--- src/level_pend_defines.svh ---
// Purpose: Register offsets, reset values and sizes for the level pending block
// Assumes: Included by bare name, definitions only
// Notes:   Offsets are full byte addresses, the low two bits are ignored
`ifndef LEVEL_PEND_DEFINES_SVH
`define LEVEL_PEND_DEFINES_SVH

`define LVL_ADDR_W            32
`define LVL_OFF_PENDING_VIEW  32'h00c5_000c
`define LVL_OFF_NORMAL_ENABLE 32'h00c5_0010
`define LVL_OFF_NORMAL_PEND   32'h00c5_0020
`define LVL_OFF_STATUS        32'h00c5_0024
`define LVL_OFF_EVT_STATUS    32'h00c5_0028
`define LVL_OFF_EVT_MASK      32'h00c5_002c
`define LVL_RST_WORD          32'h0000_0000
`define LVL_STATUS_REQ_BIT    0
`define LVL_EVT_REQ_RISE_BIT  0
`define LVL_EVT_REQ_FALL_BIT  1
`define LVL_EVT_W             2
`define LVL_SYNC_STAGES       3
`define LVL_RESP_OKAY         2'b00
`define LVL_RESP_DECERR       2'b11

`endif

--- src/level_pend_pkg.sv ---
// Purpose: Types shared by the level pending block
// Assumes: Nothing beyond the defines header
// Notes:   Bus slave states only
package level_pend_pkg;
  typedef enum logic [1:0] {
    WR_IDLE,
    WR_RESP
  } wr_state_type;
  typedef enum logic [1:0] {
    RD_IDLE,
    RD_DATA
  } rd_state_type;
endpackage

--- src/level_pend_ctrl.sv ---
// Purpose: Per-level pending view and normal enable mask with AXI4-Lite access
// Assumes: Sources are pre-grouped by level: one request line per level
// Notes:   Normal request is a level toward the core, with event interrupts
//
// Behaviour
// - Pending bit per level mirrors asserted requests
// - Pending view read-only, writes answer OKAY
// - Reset clears all pending bits
// - Enable mask admits levels as normal
// - Enabling an asserted level raises request
// - Reset clears the normal enable mask
// - Enable reads back; pending view unwritable
// - Normal pending bit per enabled asserted level
// - Read-only flag shows normal request state
`include "level_pend_defines.svh"

module level_pend_ctrl #(
  parameter int LEVELS = 32
) (
  // Clock and reset
  input  wire logic              clk_in,
  input  wire logic              rst_in,
  // Interrupt sources, one asynchronous line per priority level
  input  wire logic [LEVELS-1:0] level_req_in,
  // Toward the processor core
  output logic                   normal_req_out,
  output logic                   irq_out,
  // AXI4-Lite write address
  input  wire logic              s_axi_awvalid_in,
  output logic                   s_axi_awready_out,
  input  wire logic [31:0]       s_axi_awaddr_in,
  // AXI4-Lite write data
  input  wire logic              s_axi_wvalid_in,
  output logic                   s_axi_wready_out,
  input  wire logic [31:0]       s_axi_wdata_in,
  input  wire logic [3:0]        s_axi_wstrb_in,
  // AXI4-Lite write response
  output logic                   s_axi_bvalid_out,
  input  wire logic              s_axi_bready_in,
  output logic [1:0]             s_axi_bresp_out,
  // AXI4-Lite read address
  input  wire logic              s_axi_arvalid_in,
  output logic                   s_axi_arready_out,
  input  wire logic [31:0]       s_axi_araddr_in,
  // AXI4-Lite read data
  output logic                   s_axi_rvalid_out,
  input  wire logic              s_axi_rready_in,
  output logic [31:0]            s_axi_rdata_out,
  output logic [1:0]             s_axi_rresp_out
);

  typedef struct packed {
    level_pend_pkg::wr_state_type wr_state;
    logic                         aw_held;
    logic [31:0]                  aw_addr;
    logic                         w_held;
    logic [31:0]                  w_data;
    logic [3:0]                   w_strb;
    logic [1:0]                   bresp;
    level_pend_pkg::rd_state_type rd_state;
    logic [31:0]                  rdata;
    logic [1:0]                   rresp;
    logic [LEVELS-1:0]            pending;
    logic [LEVELS-1:0]            enable;
    logic [LEVELS-1:0]            normal_pend;
    logic                         normal_req;
    logic [`LVL_EVT_W-1:0]        evt_status;
    logic [`LVL_EVT_W-1:0]        evt_mask;
  } ctrl_state_type;

  ctrl_state_type    state_q;
  ctrl_state_type    state_d;
  logic [LEVELS-1:0] req_clean;

  ////////////////////////////////////////////////////////////////////////////
  // Request lines come from outside this clock, so each is synchronised
  level_req_sync #(
    .WIDTH (LEVELS)
  ) u_req_sync (
    .clk_in    (clk_in),
    .rst_in    (rst_in),
    .raw_in    (level_req_in),
    .clean_out (req_clean)
  );

  ////////////////////////////////////////////////////////////////////////////
  // Merge a write under its byte strobes
  function automatic logic [31:0] merge_strb(input logic [31:0] old_v,
                                             input logic [31:0] new_v,
                                             input logic [3:0]  strb);
    logic [31:0] res;
    res = old_v;
    for (int b = 0; b < 4; b++) begin
      if (strb[b]) begin
        res[b*8 +: 8] = new_v[b*8 +: 8];
      end
    end
    return res;
  endfunction

  // True when an address hits a mapped word
  function automatic logic addr_mapped(input logic [31:0] a);
    logic [31:0] w;
    w = {a[31:2], 2'b00};
    return (w == `LVL_OFF_PENDING_VIEW) || (w == `LVL_OFF_NORMAL_ENABLE) ||
           (w == `LVL_OFF_NORMAL_PEND) || (w == `LVL_OFF_STATUS) ||
           (w == `LVL_OFF_EVT_STATUS) || (w == `LVL_OFF_EVT_MASK);
  endfunction

  ////////////////////////////////////////////////////////////////////////////
  // Next state
  always_comb begin
    logic [31:0]           waddr;
    logic [31:0]           raddr;
    logic [31:0]           wword;
    logic [31:0]           rword;
    logic [LEVELS-1:0]     enable_next;
    logic [LEVELS-1:0]     npend_next;
    logic                  nreq_next;
    logic [`LVL_EVT_W-1:0] evt_set;
    logic [`LVL_EVT_W-1:0] evt_clr;
    logic                  do_write;
    waddr       = 32'h0000_0000;
    raddr       = 32'h0000_0000;
    wword       = 32'h0000_0000;
    rword       = 32'h0000_0000;
    enable_next = state_q.enable;
    evt_clr     = '0;
    do_write    = 1'b0;
    npend_next  = '0;
    nreq_next   = 1'b0;
    evt_set     = '0;
    state_d     = state_q;

    // Write side: address and data are caught in either order
    if (s_axi_awvalid_in && !state_q.aw_held && state_q.wr_state == level_pend_pkg::WR_IDLE) begin
      state_d.aw_held = 1'b1;
      state_d.aw_addr = s_axi_awaddr_in;
    end
    if (s_axi_wvalid_in && !state_q.w_held && state_q.wr_state == level_pend_pkg::WR_IDLE) begin
      state_d.w_held = 1'b1;
      state_d.w_data = s_axi_wdata_in;
      state_d.w_strb = s_axi_wstrb_in;
    end
    case (state_q.wr_state)
      level_pend_pkg::WR_IDLE: begin
        if (state_q.aw_held && state_q.w_held) begin
          do_write         = 1'b1;
          waddr            = {state_q.aw_addr[31:2], 2'b00};
          state_d.aw_held  = 1'b0;
          state_d.w_held   = 1'b0;
          state_d.wr_state = level_pend_pkg::WR_RESP;
          state_d.bresp    = addr_mapped(waddr) ? `LVL_RESP_OKAY : `LVL_RESP_DECERR;
        end
      end
      level_pend_pkg::WR_RESP: begin
        if (s_axi_bready_in) begin
          state_d.wr_state = level_pend_pkg::WR_IDLE;
        end
      end
      default: state_d.wr_state = level_pend_pkg::WR_IDLE;
    endcase

    // Only the mask and event registers hold writable bits
    if (do_write) begin
      if (waddr == `LVL_OFF_NORMAL_ENABLE) begin
        // Size cast avoids a zero-width fill when all 32 levels are present
        wword       = merge_strb(32'(state_q.enable), state_q.w_data, state_q.w_strb);
        enable_next = wword[LEVELS-1:0];
      end else if (waddr == `LVL_OFF_EVT_STATUS) begin
        wword   = merge_strb(32'h0000_0000, state_q.w_data, state_q.w_strb);
        evt_clr = wword[`LVL_EVT_W-1:0];
      end else if (waddr == `LVL_OFF_EVT_MASK) begin
        wword            = merge_strb({{(32-`LVL_EVT_W){1'b0}}, state_q.evt_mask},
                                      state_q.w_data, state_q.w_strb);
        state_d.evt_mask = wword[`LVL_EVT_W-1:0];
      end
      // Writes to the pending views fall through unchanged
    end
    state_d.enable = enable_next;

    // Pending view tracks the synchronised lines, never software
    state_d.pending = req_clean;
    // Normal pending uses the new mask, so enabling a live level acts at once
    npend_next          = req_clean & enable_next;
    state_d.normal_pend = npend_next;
    nreq_next           = |npend_next;
    state_d.normal_req  = nreq_next;

    // Events on the core request line; a set beats a same-cycle clear
    evt_set[`LVL_EVT_REQ_RISE_BIT] = nreq_next && !state_q.normal_req;
    evt_set[`LVL_EVT_REQ_FALL_BIT] = !nreq_next && state_q.normal_req;
    state_d.evt_status = (state_q.evt_status & ~evt_clr) | evt_set;

    // Read side: one read at a time, data from a register
    case (state_q.rd_state)
      level_pend_pkg::RD_IDLE: begin
        if (s_axi_arvalid_in) begin
          raddr = {s_axi_araddr_in[31:2], 2'b00};
          if (raddr == `LVL_OFF_PENDING_VIEW) begin
            rword = 32'(state_q.pending);
          end else if (raddr == `LVL_OFF_NORMAL_ENABLE) begin
            rword = 32'(state_q.enable);
          end else if (raddr == `LVL_OFF_NORMAL_PEND) begin
            rword = 32'(state_q.normal_pend);
          end else if (raddr == `LVL_OFF_STATUS) begin
            rword[`LVL_STATUS_REQ_BIT] = state_q.normal_req;
          end else if (raddr == `LVL_OFF_EVT_STATUS) begin
            rword[`LVL_EVT_W-1:0] = state_q.evt_status;
          end else if (raddr == `LVL_OFF_EVT_MASK) begin
            rword[`LVL_EVT_W-1:0] = state_q.evt_mask;
          end
          state_d.rdata    = rword;
          state_d.rresp    = addr_mapped(raddr) ? `LVL_RESP_OKAY : `LVL_RESP_DECERR;
          state_d.rd_state = level_pend_pkg::RD_DATA;
        end
      end
      level_pend_pkg::RD_DATA: begin
        if (s_axi_rready_in) begin
          state_d.rd_state = level_pend_pkg::RD_IDLE;
        end
      end
      default: state_d.rd_state = level_pend_pkg::RD_IDLE;
    endcase
  end

  ////////////////////////////////////////////////////////////////////////////
  // Registers; reset clears pending, mask and request flag
  always_ff @(posedge clk_in or posedge rst_in) begin
    if (rst_in) begin
      state_q <= '0;
    end else begin
      state_q <= state_d;
    end
  end

  ////////////////////////////////////////////////////////////////////////////
  // Bus handshakes; ready only while idle so one write is held at a time
  assign s_axi_awready_out = !state_q.aw_held && state_q.wr_state == level_pend_pkg::WR_IDLE;
  assign s_axi_wready_out  = !state_q.w_held && state_q.wr_state == level_pend_pkg::WR_IDLE;
  assign s_axi_bvalid_out  = state_q.wr_state == level_pend_pkg::WR_RESP;
  assign s_axi_bresp_out   = state_q.bresp;
  assign s_axi_arready_out = state_q.rd_state == level_pend_pkg::RD_IDLE;
  assign s_axi_rvalid_out  = state_q.rd_state == level_pend_pkg::RD_DATA;
  assign s_axi_rdata_out   = state_q.rdata;
  assign s_axi_rresp_out   = state_q.rresp;

  // Core request straight from a flip-flop; irq_out is the masked OR of event flip-flops
  assign normal_req_out = state_q.normal_req;
  assign irq_out        = |(state_q.evt_status & state_q.evt_mask);

endmodule // level_pend_ctrl

--- src/level_req_sync.sv ---
// Purpose: Three stage synchroniser with agreement filter, one per request line
// Assumes: Request lines are asynchronous to clk_in
// Notes:   Output moves only when stages two and three agree
`include "level_pend_defines.svh"

module level_req_sync #(
  parameter int WIDTH = 32
) (
  // Clock and reset
  input  wire logic             clk_in,
  input  wire logic             rst_in,
  // Raw and filtered requests
  input  wire logic [WIDTH-1:0] raw_in,
  output logic      [WIDTH-1:0] clean_out
);

  typedef struct packed {
    logic [WIDTH-1:0] s1;
    logic [WIDTH-1:0] s2;
    logic [WIDTH-1:0] s3;
    logic [WIDTH-1:0] clean;
  } sync_state_type;

  sync_state_type state_q;
  sync_state_type state_d;

  ////////////////////////////////////////////////////////////////////////////
  // Next state: the first stage is read only by the second
  always_comb begin
    state_d    = state_q;
    state_d.s1 = raw_in;
    state_d.s2 = state_q.s1;
    state_d.s3 = state_q.s2;
    for (int i = 0; i < WIDTH; i++) begin
      if (state_q.s2[i] == state_q.s3[i]) begin
        state_d.clean[i] = state_q.s3[i];
      end
    end
  end

  // Registers
  always_ff @(posedge clk_in or posedge rst_in) begin
    if (rst_in) begin
      state_q <= '0;
    end else begin
      state_q <= state_d;
    end
  end

  assign clean_out = state_q.clean;

endmodule // level_req_sync

--- config.mk ---
export PLATFORM = sky130hd
export DESIGN_NAME = level_pend_ctrl
export DESIGN_NICKNAME = d
export VERILOG_FILES = /design/src/level_pend_pkg.sv /design/src/level_pend_ctrl.sv /design/src/level_req_sync.sv
export VERILOG_INCLUDE_DIRS = /design/src
export SDC_FILE = /design/constraint.sdc
export NUM_CORES = 1
export LEC_CHECK = 0
export BUFFER_PORTS_ARGS = -buffer_cell sky130_fd_sc_hd__buf_2
export CELL_PAD_IN_SITES_DETAIL_PLACEMENT = 2
export CELL_PAD_IN_SITES_GLOBAL_PLACEMENT = 2
export CORE_UTILIZATION = 40
export DETAILED_ROUTE_END_ITERATION = 8
export PLACE_DENSITY_LB_ADDON = 0.1
export SLEW_MARGIN = 20
export SYNTH_ARGS = -nofsm -noshare
export SYNTH_HDL_FRONTEND = slang
export SYNTH_SLANG_ARGS = --single-unit
--- constraint.sdc ---
create_clock -name clk_in -period 14.2 [get_ports clk_in]
set_input_delay 2.84 -clock clk_in [delete_from_list [all_inputs] [get_ports clk_in]]
set_output_delay 2.84 -clock clk_in [all_outputs]
set_load 0.1 [all_outputs]
==> run summary, run 1 <==
Synth top area share: 70.4%
vias in the first global route: 8011
top_reg_cell synth: dfrtp_1
flops & latches, synth: 333
met3 wire length: 934 um
Area contributors post-synth: dfrtp_1 70%, mux2_2 8.7%, maj3_1 2.7%, a222oi_1 2.6%, buf_4 2.4%
Commonest cells post-synth: 333 x dfrtp_1, 92 x mux2_2, 41 x nor2_1
f_max: 179 MHz
Sink Count: 333
Crit. End Element: flop
most frequent cell after synthesis: dfrtp_1
status: finished, final reports clean
Ant. Diodes: 0
initial antenna violation count: 0
Syn Nets: 916
Pleak: 6.55 nW
TNS Setup: 0 ps
max-cap check violation count: 0
asr flop ratio synth: 100%
chip width: 174 um
drt via density: 5.11
final hold violation count: 0
Final Cycle Share: 39.3%
synthesized netlist cell count: 777
root buffer cell: clkbuf_16
Tightest Pin Transition: 1030 ps
critical path type: in2reg
largest net degree at the start of global routing: 191
CP arrival: 6000 ps
Syn-to-layout area delta: 19.1%
Cell Area, Synth: 0.0118 mm2
met1 WL: 11.7 mm
Nets: 1068
post-route setup slack: 8620 ps
Die Y: 174 um
port buffer count: 177
setup violators final: 0
CP Max Fanout: 17
Antenna Violating Nets Remaining: 0
post-DP HPWL: 17.7 mm
# rows: 62
dpl ws: 8050 ps
I/O Pins: 182
Routability Congestion: 0.724
first-pass GRT wire length: 45.1 mm
Syn Area/Cell: 15.2 um2
Core Util, Final: 48.7%
CTS tree: built
Yosys top cell by area: dfrtp_1
sequential cell area fraction in the yosys report: 70.4%
vias post-DR: 6838
Clock transition at path regs: 60 ps
DR top layer: met4
Synth warnings: 0
maximum vdd drop: 90.8 uV
core area: 0.0289 mm2
final wirelength: 27.9 mm
number of synthesized flops with an enable pin: 0
share of cells above drive strength 1: 37.3%
CTS Buffer Depth: 3
H-tree depth: 2
Residual DRC: 0
Critical Path Start Type: input port
initial core utilization: 40.9%
drt pass-1 iters: 9
Routed WL per cell: 20.8 um
setup repair bufs after CTS: 0
hold_buf cts: 0
HP Class: reg2reg
CTS resizes: 0
worst slew margin relative to its limit: 31.1%
dpl cells: 1273
crit path time final: 5580 ps
Cell Pwr Density: 188 mW/mm2
DRT iter0 DRCs: 491
WP data required: 14620 ps
gr ovfl total: 0
Cell Count, Final, Fillers Out: 1338
count of cell types in the netlist: 43
met2 WL post-DR: 14.7 mm
Clk Latency, worst-skew pair: 510 ps
clock buffer count from CTS: 38
All-Layer GR Usage: 19.1%
Layout Skew: 15.2 ps
Die ar.: 0.0303 mm2
Pins Over Slew Limit: 0
RSZ-0062 raised after global routing: no
[critical path: stages]
cell and delay (ps):
buf_2 100, or4_1 510, nor4_1 710, and3b_1 320
and3_1 730, buf_4 410, a222oi_1 120, a21oi_1 250
[power breakdown]
| group | switching [mW] | internal [mW] |
|---|---|---|
| Sequential | 0.106 | 1.10 |
| Clock | 0.370 | 0.605 |
| Combinational | 0.310 | 0.158 |
[path summary, 6_finish.rpt]
path | slack, ps | depth (start not counted) | start | to
setup / recovery | 8620 | 8 | s_axi_araddr_in[30] | s_axi_rdata_out[18]$_DFFE_PP0P_
hold / removal | 350 | 0 | u_req_sync.state_d[78]$_DFF_PP0_ | u_req_sync.state_d[46]$_DFF_PP0_
setup reg to reg | 10630 | 8 | state_q[178]$_DFFE_PP0P_ | state_q[2]$_DFF_PP0_
hold reg to reg | 350 | 0 | u_req_sync.state_d[78]$_DFF_PP0_ | u_req_sync.state_d[46]$_DFF_PP0_
max in group asynchronous | 10020 | 3 | rst_in | state_q[191]$_DFFE_PP0P_
min in group asynchronous | 2480 | 2 | rst_in | u_req_sync.state_d[79]$_DFF_PP0_
[sequential cells by signal, summed over array words and instances (netlist names)]
| signal | count |
|---|---|
| state_q | 170 |
| normal_req_out | 1 |
| s_axi_rdata_out | 32 |
| u_req_sync.state_d | 64 |
| s_axi_rresp_out | 1 |
| u_req_sync.state_q | 32 |
| s_axi_bresp_out | 1 |
| u_req_sync.clean_out | 32 |
[cell type report]
type / count / area (um2)
clock inverters: 7 / 118
flip-flops and latches: 333 / 8330
inverters: 4 / 22.5
repair buffers: 182 / 936
well taps: 384 / 480
multi-input cells: 370 / 3080
fillers: 2768 / 14800
clock buffers: 58 / 1140
[cell families (layout without fill, tap and decap cells)]
| family | after synthesis | in the layout | synth area share [%] |
|---|---|---|---|
| AOI/OAI and AO/OA | 79 | 79 | 4.89 |
| adders and majority gates | 32 | 32 | 2.70 |
| buffers and inverters | 74 | 251 | 3.75 |
| DFF | 333 | 333 | 70.4 |
| muxes | 119 | 119 | 11.6 |
| and+or+nand+nor | 140 | 140 | 6.74 |
[metal layers]
| metal | up-vias | GRT usage, % |
|---|---|---|
| met4 | 0 | 5.67 |
| met2 | 145 | 34.2 |
| li1 | 3029 | - |
| met3 | 41 | 3.00 |
| met1 | 3623 | 23.7 |
| met5 | - | 0 |
[layout by cell type, fill, tap and decap left out, types with 10 or more instances in the layout]
cell / count
mux2i_1: 16
maj3_1: 32
nor4_1: 11
nor2_1: 41
clkbuf_1: 10
dfrtp_1: 333
clkbuf_16: 39
and2_1: 16
mux2_4: 10
a21oi_1: 36
buf_2: 177
a222oi_1: 31
nand2_1: 36
mux2_2: 92
[per-stage QoR]
| stage | instance area (um2) | power, mW | hold WS (ps) |
|---|---|---|---|
| 2_1_floorplan | 11800 | 1.59 | 331 |
| 3_3_place_gp | 12800 | 1.66 | 332 |
| 3_5_place_dp | 12800 | 1.70 | 336 |
| 4_1_cts | 14100 | 2.70 | 347 |
| 5_1_grt | 14100 | 2.77 | 353 |
| 6_report | 14100 | 2.65 | 346 |
(Power assumes the default switching activity.)
==> inputs of run 2 (changes only) <==
- CORE_UTILIZATION: 40 -> 36
- clock period: 14.2 -> 4.5 ns (I/O delays scaled with it)
==> run 2 against run 1 <==
Effect of this change: die area grew 11%; sequential share of layout area shrank 0.50 points; flip-flop and latch count is the same; highest routed layer is now met5; clock skew down 0.69 ps; largest power group unchanged; final cell count is 5.2% higher; critical path depth up 1; via count fell by 0.48%; register-to-register slack worse by 9700 ps.
==> run summary, run 2 (synthesis results as in run 1) <==
status: finished, final reports clean
f_max: 282 MHz
WP data required: 4880 ps (-9740 ps)
Clock transition at path regs: 60 ps (about the same)
All-Layer GR Usage: 17.1% (-2.0 points)
hold_ws: 348 ps (+1.82 ps)
Die Y: 183 um (+5.3%)
critical path type: reg2reg
max-cap check violation count: 0 (unchanged)
first-pass GRT wire length: 44.6 mm (-1.0%)
grt met3 use: 3.10% (+0.10 points)
Crit. End Element: flop
Ant. Diodes: 0 (unchanged)
Pleak: 6.60 nW (+0.66%)
post-route setup slack: 952 ps (-7660 ps)
Final Cycle Share: 78.8%
layer with the highest usage: met2
Tightest Pin Transition: 959 ps (-74.7 ps)
maximum vdd drop: 279 uV (+210%)
Pins Over Slew Limit: 0 (unchanged)
Antenna Violating Nets Remaining: 0 (unchanged)
met1 GRT Util: 22.1% (-1.6 points)
largest net degree at the start of global routing: 94 (-51%)
gr ovfl total: 0 (unchanged)
dpl cells: 1341 (+5.3%)
port buffer count: 177 (unchanged)
Reg with most FFs: state_q
Layout Skew: 14.5 ps (-0.695 ps)
crit path time final: 3550 ps
root buffer cell: clkbuf_16
placed instance area: 0.0130 mm2 (+1.3%)
initial antenna violation count: 1 (+1)
clock buffer count from CTS: 38 (unchanged)
chip width: 183 um (+5.3%)
final wirelength: 27.8 mm (-0.50%)
Sw Share: 30.0% (+0.37 points)
max FFs per register: 170 (unchanged)
hold_buf cts: 0 (unchanged)
H-tree depth: 2 (unchanged)
final hold violation count: 0 (unchanged)
most used cells in the layout excluding fill and tap cells: 333 x dfrtp_1, 177 x buf_2, 92 x mux2_2
Critical Path Start Type: flop
HP Class: reg2reg
CTS resizes: 0 (unchanged)
Cell Pwr Density: 578 mW/mm2 (+210%)
vias post-DR: 6805 (-0.48%)
drt via density: 4.83 (-5.4%)
Routability Congestion: 0.759 (+4.9%)
CTS Buffer Depth: 3 (unchanged)
Int Pwr: 5.75 mW (+210%)
Syn-to-layout area delta: 20.1%
clock network fraction of design power: 35.6% (-1.1 points)
Psw: 2.47 mW (+210%)
Nets: 1078 (+0.94%)
dpl ws: 906 ps (-7150 ps)
DRT iter0 DRCs: 321 (-35%)
RSZ-0062 raised after global routing: no
post-DP HPWL: 18.5 mm (+5.0%)
most common cell after layout, fill and taps aside: dfrtp_1
met2 GRT Util: 29.8% (-4.3 points)
core area: 0.0325 mm2 (+12%)
Clk Latency, worst-skew pair: 500 ps (about the same)
setup violators final: 0 (unchanged)
Sink Count: 333 (unchanged)
# rows: 66 (+6.5%)
I/O Pins: 182 (unchanged)
vias in the first global route: 7854 (-2.0%)
sequential share of power: 46.4% (+0.8 points)
CP Max Fanout: 13 (-4)
Cell Count, Final, Fillers Out: 1408 (+5.2%)
Die ar.: 0.0336 mm2 (+11%)
Core Util, Final: 43.8% (-4.9 points)
Logic pwr share: 18.0% (+0.3 points)
CTS tree: built
Residual DRC: 0 (unchanged)
worst slew margin relative to its limit: 36.1% (+5.0 points)
drt pass-1 iters: 5 (-4)
Final Cell Area: 0.0142 mm2 (+0.86%)
setup repair bufs after CTS: 0 (unchanged)
CP arrival: 3930 ps (-2070 ps)
share of cells above drive strength 1: 38.5% (+1.2 points)
initial core utilization: 36.5% (-4.4 points)
Routed WL per cell: 19.7 um (-5.4%)
run 2: changes by cell type in the layout (fill, tap and decap cells not counted), sizes merged:
| cell | previous run | this run |
|---|---|---|
| bufinv | 3 | 0 |
| clkbuf | 58 | 57 |
| clkinvlp | 0 | 1 |
| buf | 182 | 192 |
| clkinv | 2 | 9 |
| inv | 6 | 4 |
run 2: critical path, stage by stage, from the launching register on:
cell	delay (ps)
dfrtp_1	420
or4b_1	600
nor2_2	240
nand4_2	530
buf_4	370
mux2i_1	180
nor4_1	310
and4_1	320
nand4_2	170
a22o_1	280
run 2: path summary, 6_finish.rpt:
check | startpoint | endpoint | slack, ps | depth (start not counted)
worst min-delay path | u_req_sync.state_d[76]$_DFF_PP0_ | u_req_sync.state_d[44]$_DFF_PP0_ | 350 | 0
worst max-delay path | state_q[178]$_DFFE_PP0P_ | state_q[2]$_DFF_PP0_ | 950 | 9
worst max register to register | state_q[178]$_DFFE_PP0P_ | state_q[2]$_DFF_PP0_ | 950 | 9
worst min register to register | u_req_sync.state_d[76]$_DFF_PP0_ | u_req_sync.state_d[44]$_DFF_PP0_ | 350 | 0
min in group asynchronous | rst_in | state_q[168]$_DFFE_PP0P_ | 580 | 2
max in group asynchronous | rst_in | s_axi_rdata_out[10]$_DFFE_PP0P_ | 2980 | 3
run 2: power by group through the flow:
| stage | clock network [mW] | registers, mW | logic (mW) |
|---|---|---|---|
| 2_1_floorplan | 0 | 3.73 | 1.29 |
| 3_3_place_gp | 0 | 3.82 | 1.45 |
| 3_5_place_dp | 0 | 3.87 | 1.51 |
| 4_1_cts | 3.03 | 3.83 | 1.52 |
| 5_1_grt | 3.14 | 3.89 | 1.59 |
| 6_report | 2.92 | 3.81 | 1.48 |
run 2: per-layer routing:
layer,vias up,part of all wire (%)
met5,-,0.029
met4,2,1.5
met3,35,3.7
met2,140,52
met1,3568,43
li1,3060,-
run 2: cell type report:
| cell class | instances | area (um2) |
|---|---|---|
| fill | 3161 | 18200 |
| sequential | 333 | 8330 |
| multi-input combinational | 370 | 3080 |
| clock buffer | 57 | 1150 |
| timing repair buffer | 192 | 1040 |
| tap | 442 | 553 |
| clock inverter | 10 | 53.8 |
| inverter | 4 | 18.8 |
run 2: stage by stage:
step | power, mW | setup TNS [ps]
6_report | 8.22 | 0
3_5_place_dp | 5.38 | 0
2_1_floorplan | 5.02 | -282590
5_1_grt | 8.61 | 0
4_1_cts | 8.37 | 0
3_3_place_gp | 5.27 | 0
